File: config.mk
export PLATFORM = sky130hd
export DESIGN_NAME = sfp_host
export DESIGN_NICKNAME = d
export VERILOG_FILES = /design/src/verilog/sfp_pkg.sv /design/src/verilog/sfp_host.sv
export SDC_FILE = /design/constraint.sdc
export NUM_CORES = 1
export LEC_CHECK = 0
export ABC_AREA = 1
export BUFFER_PORTS_ARGS = -buffer_cell sky130_fd_sc_hd__buf_2
export CORE_MARGIN = 8
export CORE_UTILIZATION = 30
export CTS_CLUSTER_DIAMETER = 200
export DETAILED_ROUTE_END_ITERATION = 8
export HOLD_SLACK_MARGIN = 0.03
export PLACE_DENSITY = 0.51
export SYNTH_ARGS = -nofsm -noshare
export SYNTH_HDL_FRONTEND = slang
export SYNTH_SLANG_ARGS = --single-unit
File: constraint.sdc
create_clock -name aclk -period 2.7 [get_ports aclk]
set_input_delay 0.405 -clock aclk [delete_from_list [all_inputs] [get_ports aclk]]
set_output_delay 0.405 -clock aclk [all_outputs]
set_load 0.02 [all_outputs]
File: src/verilog/sfp_pkg.sv
// constants and types for the sector flash program controller
// assumes a 40 MHz aclk and one parallel flash on the pins
package sfp_pkg;
    localparam int ADDR_W = 18;
    localparam int DATA_W = 8;
    localparam int SECTOR_LSB = 8;
    localparam int SECTOR_W = ADDR_W - SECTOR_LSB;
    localparam int CNT_W = 24;
    localparam int AXI_AW = 8;

    localparam longint CLK_PERIOD_PS = 25000;
    localparam longint PS_PER_NS = 1000;
    // inter-byte window, longest time: round down
    localparam longint LOAD_GAP_US = 150;
    localparam int LOAD_GAP_CYCLES = int'(LOAD_GAP_US * 1000 * PS_PER_NS / CLK_PERIOD_PS);
    // power-on lockout, least time: round up
    localparam longint POR_DELAY_MS = 5;
    localparam int POR_CYCLES =
        int'((POR_DELAY_MS * 1000000 * PS_PER_NS + CLK_PERIOD_PS - 1) / CLK_PERIOD_PS);
    // slowest access grade, least time: round up
    localparam longint ACC_TIME_NS = 150;
    localparam int SYNC_STAGES = 2;
    localparam int RD_CYCLES =
        int'((ACC_TIME_NS * PS_PER_NS + CLK_PERIOD_PS - 1) / CLK_PERIOD_PS) + SYNC_STAGES;
    localparam longint FLOAT_TIME_NS = 40;
    localparam int DF_CYCLES = int'((FLOAT_TIME_NS * PS_PER_NS + CLK_PERIOD_PS - 1) / CLK_PERIOD_PS);
    // strobe width well above the noise filter
    localparam longint WE_PULSE_NS = 100;
    localparam int WP_CYCLES = int'((WE_PULSE_NS * PS_PER_NS + CLK_PERIOD_PS - 1) / CLK_PERIOD_PS);
    // margin so the next falling edge lands inside the window
    localparam int WIN_GUARD = 4;

    localparam logic [AXI_AW-1:0] REG_CMD = 8'h00;
    localparam logic [AXI_AW-1:0] REG_ADDR = 8'h04;
    localparam logic [AXI_AW-1:0] REG_WDATA = 8'h08;
    localparam logic [AXI_AW-1:0] REG_STATUS = 8'h0C;
    localparam logic [AXI_AW-1:0] REG_RDATA = 8'h10;
    localparam logic [1:0] RESP_OKAY = 2'h0;

    localparam int CMD_READ_BIT = 0;
    localparam int CMD_LOAD_BIT = 1;
    localparam int CMD_POLL_BIT = 2;

    localparam int ST_BUSY = 0;
    localparam int ST_WIN = 1;
    localparam int ST_RUN = 2;
    localparam int ST_POLL_DONE = 3;
    localparam int ST_POR_DONE = 4;
    localparam int ST_SEC_ERR = 5;
    localparam int ST_REFUSED = 6;

    localparam int POLL_BIT = 7;
    localparam int TOGGLE_STATUS_BIT = 6;

    // boot region check locations and answers in identification mode
    localparam logic [ADDR_W-1:0] LOW_BOOT_CHECK = 18'h00002;
    localparam logic [ADDR_W-1:0] HIGH_BOOT_CHECK = 18'h3FFF2;
    localparam logic [DATA_W-1:0] BOOT_OPEN = 8'hFE;
    localparam logic [DATA_W-1:0] BOOT_LOCKED = 8'hFF;

    typedef logic [CNT_W-1:0] sfp_cnt_t;

    typedef enum logic [2:0] {
        S_IDLE = 3'b000,
        S_RD_SETUP = 3'b001,
        S_RD_WAIT = 3'b010,
        S_TURN = 3'b011,
        S_WR_SETUP = 3'b100,
        S_WR_PULSE = 3'b101,
        S_WR_HOLD = 3'b110
    } sfp_state_t;
endpackage : sfp_pkg

File: src/verilog/sfp_host.sv
// host controller driving a parallel sector flash through its pins
// assumes software on AXI4-Lite; flash data pins arrive asynchronous
`timescale 1ns/1ps

// Behaviour
// RQ1 - never drive data while flash outputs enabled
// RQ2 - byte load: write strobe pulse, select low
// RQ3 - software loads every byte of the sector; the bench loads only three bytes
// RQ4 - next falling strobe within the load window
// RQ5 - idle window closes load, programming assumed
// RQ6 - sector address constant across one load
// RQ7 - low address bits pick byte, any order
// RQ8 - program cycle awaited by polling
// RQ9 - reads during cycle are status polls
// RQ10 - guard enable sent as plain byte loads
// RQ11 - guard prefix sent as plain byte loads
// RQ12 - guard persists, host keeps no copy
// RQ13 - unprefixed write still needs polling
// RQ14 - strobe only with output drive high
// RQ15 - strobe pulses far longer than filter
// RQ16 - no write before power-on delay
// RQ17 - poll bit compared to loaded value
// RQ18 - toggle bit must stop between reads
// RQ19 - identification reads are plain reads
// RQ20 - locked boot regions ignore loads
// RQ21 - lock sequences sent as plain loads
// RQ22 - boot check reads return open or locked
// RQ23 - no loads while program cycle runs
module sfp_host
    import sfp_pkg::*;
#(
    parameter int unsigned WIN_CYC = LOAD_GAP_CYCLES,
    parameter int unsigned POR_CYC = POR_CYCLES
) (
    input wire logic aclk,
    input wire logic aresetn,
    input wire logic [AXI_AW-1:0] s_axi_awaddr,
    input wire logic s_axi_awvalid,
    output logic s_axi_awready,
    input wire logic [31:0] s_axi_wdata,
    input wire logic [3:0] s_axi_wstrb,
    input wire logic s_axi_wvalid,
    output logic s_axi_wready,
    output logic [1:0] s_axi_bresp,
    output logic s_axi_bvalid,
    input wire logic s_axi_bready,
    input wire logic [AXI_AW-1:0] s_axi_araddr,
    input wire logic s_axi_arvalid,
    output logic s_axi_arready,
    output logic [31:0] s_axi_rdata,
    output logic [1:0] s_axi_rresp,
    output logic s_axi_rvalid,
    input wire logic s_axi_rready,
    output logic [ADDR_W-1:0] flash_addr,
    output logic flash_ce_n,
    output logic flash_oe_n,
    output logic flash_we_n,
    output logic [DATA_W-1:0] flash_dq_o,
    output logic flash_dq_oe,
    input wire logic [DATA_W-1:0] flash_dq_i
);
    typedef struct packed {
        sfp_state_t st;
        logic [7:0] cnt;
        sfp_cnt_t gap;
        sfp_cnt_t por;
        logic por_done;
        logic win_open;
        logic running;
        logic poll_mode;
        logic have_prev;
        logic poll_done;
        logic sec_err;
        logic refused;
        logic [SECTOR_W-1:0] sector;
        logic [ADDR_W-1:0] addr;
        logic [ADDR_W-1:0] last_addr;
        logic [ADDR_W-1:0] a;
        logic [DATA_W-1:0] wdata;
        logic [DATA_W-1:0] last_data;
        logic [DATA_W-1:0] prev;
        logic [DATA_W-1:0] rdata;
        logic [DATA_W-1:0] dq_o;
        logic [DATA_W-1:0] s1;
        logic [DATA_W-1:0] s2;
        logic ce_n;
        logic oe_n;
        logic we_n;
        logic dq_oe;
        logic aw_got;
        logic w_got;
        logic bvalid;
        logic rvalid;
        logic [AXI_AW-1:0] aw_addr;
        logic [31:0] w_data;
        logic w_lane0;
        logic [31:0] rd;
    } sfp_regs_t;

    sfp_regs_t r_reg;
    sfp_regs_t r_next;
    logic [31:0] status;
    logic do_wr;
    logic wr_cmd;

    assign s_axi_awready = !r_reg.aw_got && !r_reg.bvalid;
    assign s_axi_wready = !r_reg.w_got && !r_reg.bvalid;
    assign s_axi_arready = !r_reg.rvalid;
    assign s_axi_bvalid = r_reg.bvalid;
    assign s_axi_bresp = RESP_OKAY;
    assign s_axi_rvalid = r_reg.rvalid;
    assign s_axi_rresp = RESP_OKAY;
    assign s_axi_rdata = r_reg.rd;
    assign flash_addr = r_reg.a;
    assign flash_ce_n = r_reg.ce_n;
    assign flash_oe_n = r_reg.oe_n;
    assign flash_we_n = r_reg.we_n;
    assign flash_dq_o = r_reg.dq_o;
    assign flash_dq_oe = r_reg.dq_oe;

    always_comb begin
        status = 32'h0;
        status[ST_BUSY] = r_reg.st != S_IDLE;
        status[ST_WIN] = r_reg.win_open;
        status[ST_RUN] = r_reg.running;
        status[ST_POLL_DONE] = r_reg.poll_done;
        status[ST_POR_DONE] = r_reg.por_done;
        status[ST_SEC_ERR] = r_reg.sec_err;
        status[ST_REFUSED] = r_reg.refused;
        do_wr = r_reg.aw_got && r_reg.w_got && !r_reg.bvalid;
        wr_cmd = do_wr && r_reg.w_lane0 && r_reg.aw_addr == REG_CMD;
    end

    always_comb begin
        r_next = r_reg;
        r_next.s1 = flash_dq_i;
        r_next.s2 = r_reg.s1;
        if (s_axi_awvalid && s_axi_awready) begin
            r_next.aw_got = 1'b1;
            r_next.aw_addr = s_axi_awaddr;
        end
        if (s_axi_wvalid && s_axi_wready) begin
            r_next.w_got = 1'b1;
            r_next.w_data = s_axi_wdata;
            r_next.w_lane0 = s_axi_wstrb[0];
        end
        if (r_reg.bvalid && s_axi_bready) begin
            r_next.bvalid = 1'b0;
        end
        if (r_reg.rvalid && s_axi_rready) begin
            r_next.rvalid = 1'b0;
        end
        if (s_axi_arvalid && s_axi_arready) begin
            r_next.rvalid = 1'b1;
            case (s_axi_araddr)
                REG_ADDR: r_next.rd = {14'h0, r_reg.addr};
                REG_WDATA: r_next.rd = {24'h0, r_reg.wdata};
                REG_STATUS: r_next.rd = status;
                // boot check reads land here as open or locked codes
                REG_RDATA: r_next.rd = {24'h0, r_reg.rdata}; // RQ22
                default: r_next.rd = 32'h0;
            endcase
        end
        if (do_wr) begin
            r_next.aw_got = 1'b0;
            r_next.w_got = 1'b0;
            r_next.bvalid = 1'b1;
            if (r_reg.w_lane0) begin
                case (r_reg.aw_addr)
                    REG_ADDR: r_next.addr = r_reg.w_data[ADDR_W-1:0];
                    REG_WDATA: r_next.wdata = r_reg.w_data[DATA_W-1:0];
                    REG_STATUS: begin
                        if (r_reg.w_data[ST_SEC_ERR]) begin
                            r_next.sec_err = 1'b0;
                        end
                        if (r_reg.w_data[ST_REFUSED]) begin
                            r_next.refused = 1'b0;
                        end
                        if (r_reg.w_data[ST_POLL_DONE]) begin
                            r_next.poll_done = 1'b0;
                        end
                    end
                    default: begin
                    end
                endcase
            end
        end
        // power-on lockout counter
        if (!r_reg.por_done) begin
            r_next.por = r_reg.por + 1'b1;
            if (r_reg.por == sfp_cnt_t'(POR_CYC - 1)) begin
                r_next.por_done = 1'b1; // RQ16
            end
        end
        // idle gap after the last rising strobe ends the load
        if (r_reg.win_open) begin
            r_next.gap = r_reg.gap + 1'b1;
            if (r_reg.st == S_IDLE && r_reg.gap >= sfp_cnt_t'(WIN_CYC - WIN_GUARD)) begin
                r_next.win_open = 1'b0;
                r_next.running = 1'b1; // RQ5
            end
        end
        if (wr_cmd && r_reg.st != S_IDLE && r_reg.w_data[2:0] != 3'h0) begin
            r_next.refused = 1'b1;
        end
        case (r_reg.st)
            S_IDLE: begin
                if (wr_cmd && r_reg.w_data[CMD_LOAD_BIT]) begin
                    // window closing this cycle counts as running already
                    if (!r_reg.por_done || r_next.running) begin
                        r_next.refused = 1'b1; // RQ23
                    end else if (r_reg.win_open
                                 && r_reg.addr[ADDR_W-1:SECTOR_LSB] != r_reg.sector) begin
                        r_next.sec_err = 1'b1; // RQ6
                    end else begin
                        // prefix, lock and data bytes all go out the same way
                        r_next.sector = r_reg.addr[ADDR_W-1:SECTOR_LSB]; // RQ11 RQ21
                        r_next.last_addr = r_reg.addr; // RQ7
                        r_next.last_data = r_reg.wdata;
                        r_next.st = S_WR_SETUP;
                    end
                end else if (wr_cmd && r_reg.w_data[CMD_READ_BIT]) begin
                    if (r_reg.win_open) begin
                        r_next.refused = 1'b1;
                    end else begin
                        r_next.poll_mode = 1'b0;
                        r_next.st = S_RD_SETUP;
                    end
                end else if (wr_cmd && r_reg.w_data[CMD_POLL_BIT]) begin
                    if (r_reg.win_open) begin
                        r_next.refused = 1'b1;
                    end else begin
                        r_next.poll_mode = 1'b1; // RQ8
                        r_next.have_prev = 1'b0;
                        r_next.poll_done = 1'b0;
                        r_next.st = S_RD_SETUP;
                    end
                end
            end
            S_RD_SETUP: begin
                r_next.a = r_reg.poll_mode ? r_reg.last_addr : r_reg.addr;
                r_next.ce_n = 1'b0;
                r_next.oe_n = 1'b0;
                r_next.cnt = 8'(RD_CYCLES);
                r_next.st = S_RD_WAIT;
            end
            S_RD_WAIT: begin
                if (r_reg.cnt != 8'h0) begin
                    r_next.cnt = r_reg.cnt - 1'b1;
                end else begin
                    r_next.rdata = r_reg.s2;
                    r_next.ce_n = 1'b1;
                    r_next.oe_n = 1'b1;
                    r_next.cnt = 8'(DF_CYCLES);
                    r_next.st = S_TURN;
                    if (r_reg.poll_mode) begin
                        r_next.prev = r_reg.s2;
                        r_next.have_prev = 1'b1;
                        // true data once both status bits settle
                        if (r_reg.have_prev
                            && r_reg.s2[TOGGLE_STATUS_BIT] == r_reg.prev[TOGGLE_STATUS_BIT]
                            && r_reg.s2[POLL_BIT] == r_reg.last_data[POLL_BIT]) begin
                            r_next.poll_mode = 1'b0; // RQ17 RQ18
                            r_next.poll_done = 1'b1;
                            r_next.running = 1'b0; // RQ9
                        end
                    end
                end
            end
            S_TURN: begin
                if (r_reg.cnt != 8'h0) begin
                    r_next.cnt = r_reg.cnt - 1'b1;
                end else begin
                    r_next.st = r_reg.poll_mode ? S_RD_SETUP : S_IDLE;
                end
            end
            S_WR_SETUP: begin
                r_next.a = r_reg.addr; // RQ3
                r_next.dq_o = r_reg.wdata;
                r_next.dq_oe = 1'b1;
                r_next.ce_n = 1'b0;
                r_next.oe_n = 1'b1; // RQ14
                r_next.cnt = 8'(WP_CYCLES - 1);
                r_next.st = S_WR_PULSE;
            end
            S_WR_PULSE: begin
                if (r_reg.we_n) begin
                    r_next.we_n = 1'b0; // RQ2
                end else if (r_reg.cnt != 8'h0) begin
                    r_next.cnt = r_reg.cnt - 1'b1; // RQ15
                end else begin
                    r_next.we_n = 1'b1;
                    r_next.st = S_WR_HOLD;
                end
            end
            S_WR_HOLD: begin
                r_next.dq_oe = 1'b0;
                r_next.ce_n = 1'b1;
                r_next.gap = '0; // RQ4
                r_next.win_open = 1'b1;
                r_next.st = S_IDLE;
            end
            default: r_next.st = S_IDLE;
        endcase
    end

    always_ff @(posedge aclk) begin
        if (!aresetn) begin
            r_reg <= '0;
            r_reg.ce_n <= 1'b1;
            r_reg.oe_n <= 1'b1;
            r_reg.we_n <= 1'b1;
        end else begin
            r_reg <= r_next;
        end
    end
endmodule : sfp_host

## Yosys cells after proc, flatten, opt, wreduce, memory -nomap -nowiden

Index checks and enable logic that the tools add are counted.

| storage, ports and cells | value |
|---|---|
| word-level logic and storage cells | 192 |
| output and inout port bits | 71 |
| flip-flop bits (word level) | 253 |
| memories | 0 |
| bits in read-only memories | 0 |
| bits in writable memories | 0 |
| input bits | 67 |
| bits in latches | 0 |

| operators by class | value |
|---|---|
| bitwise logic cells | 4 |
| divide/modulo/power cells | 0 |
| $lt $le $gt $ge | 1 |
| reduce and logical (&&, ||, !) cells | 53 |
| add/subtract/negate cells | 3 |
| eq/ne operators | 32 |
| $mul | 0 |
| multiplexer cells | 64 |
| shifts and indexed selects | 0 |

Operators by type and width:

| kind | count |
|---|---|
| 18-bit case mux with 4 select lines | 1 |
| 24-bit by 1-bit adder with 24-bit output, second input constant | 2 |
| 3-bit 2-to-1 mux | 15 |
| 8-bit case mux with 5 select lines | 1 |
| 18-bit case mux with 2 select lines | 1 |
| 8-bit by 4-bit == test with 1-bit output, second input constant | 4 |
| 10-bit 2-to-1 mux | 3 |
| 1-bit 2-to-1 mux | 26 |
| 24-bit by 18-bit == test with 1-bit output, second input constant | 1 |
| 24-bit by 13-bit >= comparator with 1-bit output, second input constant | 1 |
| 1-bit logical AND | 20 |
| 18-bit 2-to-1 mux | 1 |
| 3-bit case mux with 6 select lines | 1 |
| 8-bit by 3-bit == test with 1-bit output, second input constant | 2 |
| 8-bit 2-to-1 mux | 2 |
| 2-bit inequality test, second input constant | 8 |
| 7-bit AND reduction | 2 |
| 12-bit 2-to-1 mux | 1 |
| 3-bit inequality test, second input constant | 4 |
| 3-bit nonzero test | 4 |
| 11-bit 2-to-1 mux | 1 |
| 2-bit 2-to-1 mux | 5 |
| 10-bit inequality test | 1 |
| 2-bit nonzero test | 5 |
| other kinds (25) | 45 |

## Depth between registers and ports, before layout

| depth | value |
|---|---|
| word-level depth | 12 |
| depth in mapped cells | 14 |
| mapped depth without buffers | 13 |

## Least setup slack after synthesis

No wires, ideal clock.

| timing path | value |
|---|---|
| path kind | reg-to-reg |
| start | register r_reg[257] (netlist name) |
| end | register r_reg[107] (netlist name) |
| clock period less this slack | 1.659 ns |
| stages on the path, launching flop included | 11 |
| path buffers | 1 |
| required time | 2.581 ns |
| arrival | 1.540 ns |
| path slack | 1.041 ns |
| library setup time | 0.119 ns |
| cell sequence | dfxtp_1 > inv_1 > ha_1 > inv_1 > nor3_1 > nand3_1 > nor2_1 > inv_1 > buf_6 > o21ai_0 > a21oi_1 |

| on the way | value |
|---|---|
| longest elaborated chain between the ends | 3 |

Ends and longest elaborated chain:

| what | RTL line | text |
|---|---|---|
| start: declaration | sfp_host.sv:100 | `sfp_regs_t r_reg;` |
| start signal: assignment | sfp_host.sv:314 | `r_reg <= r_next;` |
| 8-bit nonzero test | sfp_host.sv:248 | `if (r_reg.cnt != 8'h0) begin` |
| 1-bit inverter (no source line) | - |  |
| 2-bit AND reduction (no source line) | - |  |

No other way between the ends.
A chain may end at the register's enable or synchronous reset.

## Worst setup path after layout

| timing path | value |
|---|---|
| start | register r_reg[257] (netlist name) |
| end | register r_reg[108] (netlist name) |

The elaborated chain is that of the path after synthesis.

==> results.json <==
{
  "reg2regPathDepth": 9,
  "setup_violations": 0,
  "wire_per_inst_um": 14.1,
  "antenna_found_initial": 0,
  "viasPerCell": 4.51,
  "critPathMaxFanout": 14,
  "grt_start_max_net_pins": 95,
  "synth-seq-cells": 216,
  "vias": 8519,
  "die-area_um2": 39100,
  "finalCriticalPeriod_ps": 2080,
  "synth_edf_count": 0,
  "finalCoreUtilization": 0.346,
  "gp_congestion": 0.827,
  "yosysSeqAreaShare": 0.436,
  "syn_inst": 1375,
  "dr.pass1.iters": 5,
  "p_seq_frac": 0.429,
  "cts_tree": "built",
  "grt_pass1_vias": 8159,
  "post_cts_buffers": 0,
  "io_pins": 138,
  "drc_errors": 0,
  "worstMarginPinSlew_ps": 916,
  "finalSetupTns_ps": 0,
  "ctsRootBufferMaster": "clkbuf_16",
  "nets": 1500,
  "rows": 66,
  "cp.arrival_ps": 2470,
  "clkTransAtPathRegs_ps": 60,
  "clock_path_buffers": 3,
  "synthDistinctLibCells": 48,
  "cts_buffers": 25,
  "ys_async_sr_fraction": 0,
  "relSlewSlack": 0.388,
  "synth_area_um2": 9920,
  "end_kind": "flop",
  "ant_nets": 0,
  "max_freq_mhz": 481,
  "status": "finished clean",
  "grt_pass1_wl_um": 42900,
  "largest_reg_flops": 158,
  "min_period_over_period": 0.770,
  "cts.sinks": 216,
  "switchingPower_mw": 2.58,
  "max-cap-violations": 0,
  "core_um2": 32500,
  "design_area_um2": 11300,
  "grt_util_all_layers": 0.134,
  "whs_path_depth": 3,
  "clkPwrFrac": 0.381,
  "n_antenna_cell": 0,
  "rsz0062_at_grt": "no",
  "pwr-share-comb": 0.190,
  "cp-start-kind": "flop",
  "grt_overflow": 0,
  "drt_wl_total_um": 26600,
  "regArea_um2": 4320,
  "r2r_start": "r_reg[257]",
  "hpwl_um": 19500,
  "yosys_most_used_dff": "dfxtp_1",
  "slew_violations": 0,
  "multi_input_area_um2": 4310,
  "holdPathEnd": "r_next[85]",
  "finalHoldViolCount": 0,
  "p_per_area_nw_per_um2": 753,
  "start_util": 0.305,
  "port_buffers": 102,
  "skew_ps": 12.8,
  "reg2reg_slack_ps": 620,
  "hold_class": "input pin to flop",
  "cts_resized": 0,
  "peakVddDrop_v": 0.000383,
  "layout-drive-gt1-share": 0.145,
  "holdBufCountCts": 0,
  "cp.required_ps": 3090,
  "worstSkewPairLatency_ps": 520,
  "path_class": "flop to flop",
  "fillers": 3605,
  "area_delta_synth_final_pct": 13.5,
  "internal-power_mw": 5.90,
  "die_w_um": 198,
  "die_h_um": 198,
  "r2r-end": "r_reg[108]",
  "place_area_um2": 10500,
  "yosysWarnings": 0,
  "avgSynthCellArea_um2": 7.22,
  "worstHoldStart": "flash_dq_i[4]",
  "drt_iter0_markers": 449,
  "leakage_nw": 4.71,
  "p_sw_frac": 0.304,
  "htree_levels": 1
}
cell usage after synthesis, types with 8 or more instances:
cell type	instances	share of area
o21ai_0	137	0.069
nand3_1	42	0.021
a21oi_1	107	0.054
dfxtp_1	216	0.44
xor2_1	10	0.0088
inv_1	157	0.059
nor3_1	28	0.014
inv_2	14	0.0053
nand2_1	174	0.066
buf_4	66	0.050
nand4_1	12	0.0076
o21ai_2	8	0.0071
nor2_1	258	0.098
clkbuf_1	29	0.011
a211oi_1	28	0.021
buf_2	8	0.0040
area by class of cell:
cell class	count	area share
flip-flops and latches	216	0.384
multi-input cells	892	0.382
clock buffers	38	0.0634
inverters	174	0.0587
repair buffers	119	0.0569
well taps	442	0.0491
clock inverters	7	0.00567
placed cells by master (no fill, tap or decap), types with 4 or more instances in the layout:
cell       instances
clkbuf_1           9
o22ai_1            7
a21oi_1          107
a211oi_1          28
conb_1            18
buf_2            101
dfxtp_1          216
clkinv_2           5
a31oi_1            4
o21ai_1            6
nor3_1            28
inv_1            156
nor2_1           258
clkbuf_16         25
ha_1               5
nor2_2             6
clkbuf_8           4
buf_4             18
nand2_2            5
o21ai_2            8
nor4_1             5
nand3_1           42
nand2_1          174
inv_2             14
nand4_1           12
xor2_1            10
o21ai_0          137
power by group through the flow:
stage               sequential, mW  combinational, mW  clock (mW)
global route                  3.68               1.82        3.47
detailed placement            3.70               1.62           0
CTS                           3.64               1.63        3.36
floorplan                     3.68               1.31           0
global placement              3.70               1.61           0
finish                        3.64               1.61        3.23
critical path, stage by stage, from the launching register on:
cell,delay (ps)
dfxtp_1,320
inv_1,100
ha_1,160
inv_1,40
nor3_1,170
nand3_1,220
nor2_1,360
inv_1,290
o21ai_0,250
a21oi_1,60
worst max-delay path by stage:
stage	from	endpoint	cells after the start
after floorplan	r_reg[257]	r_reg[107]	10
after global placement	s_axi_araddr[1]	s_axi_rdata[3]	7
after detailed placement	s_axi_araddr[1]	s_axi_rdata[3]	7
after CTS	r_reg[189]	r_reg[157]	12
after global routing	r_reg[257]	r_reg[105]	9
final	r_reg[257]	r_reg[108]	9
metal layers:
metal,wire length [um],track usage
met4,384,0.0307
met5,0,0
met1,13600,0.189
met2,11500,0.208
met3,1200,0.0246
kinds of logic after synthesis:
logic type,count (synthesis),share of synthesized area
compound gates,304,0.167
xor+xnor,13,0.0115
fa+ha+maj,5,0.00631
buf+inv,284,0.137
flops,216,0.436
mux,1,0.00113
other cells,1,0.000378
simple gates,551,0.240
through the flow:
step	setup WS (ps)	power, mW	hold WS, ps	instances
2_1_floorplan	1040	4.99	390	1392
3_3_place_gp	572	5.31	406	1843
3_5_place_dp	562	5.33	408	1843
4_1_cts	607	8.63	40.0	1888
5_1_grt	325	8.97	57.4	1888
6_report	622	8.48	69.9	1888
No activity file was read; power rests on OpenSTA's default activity.
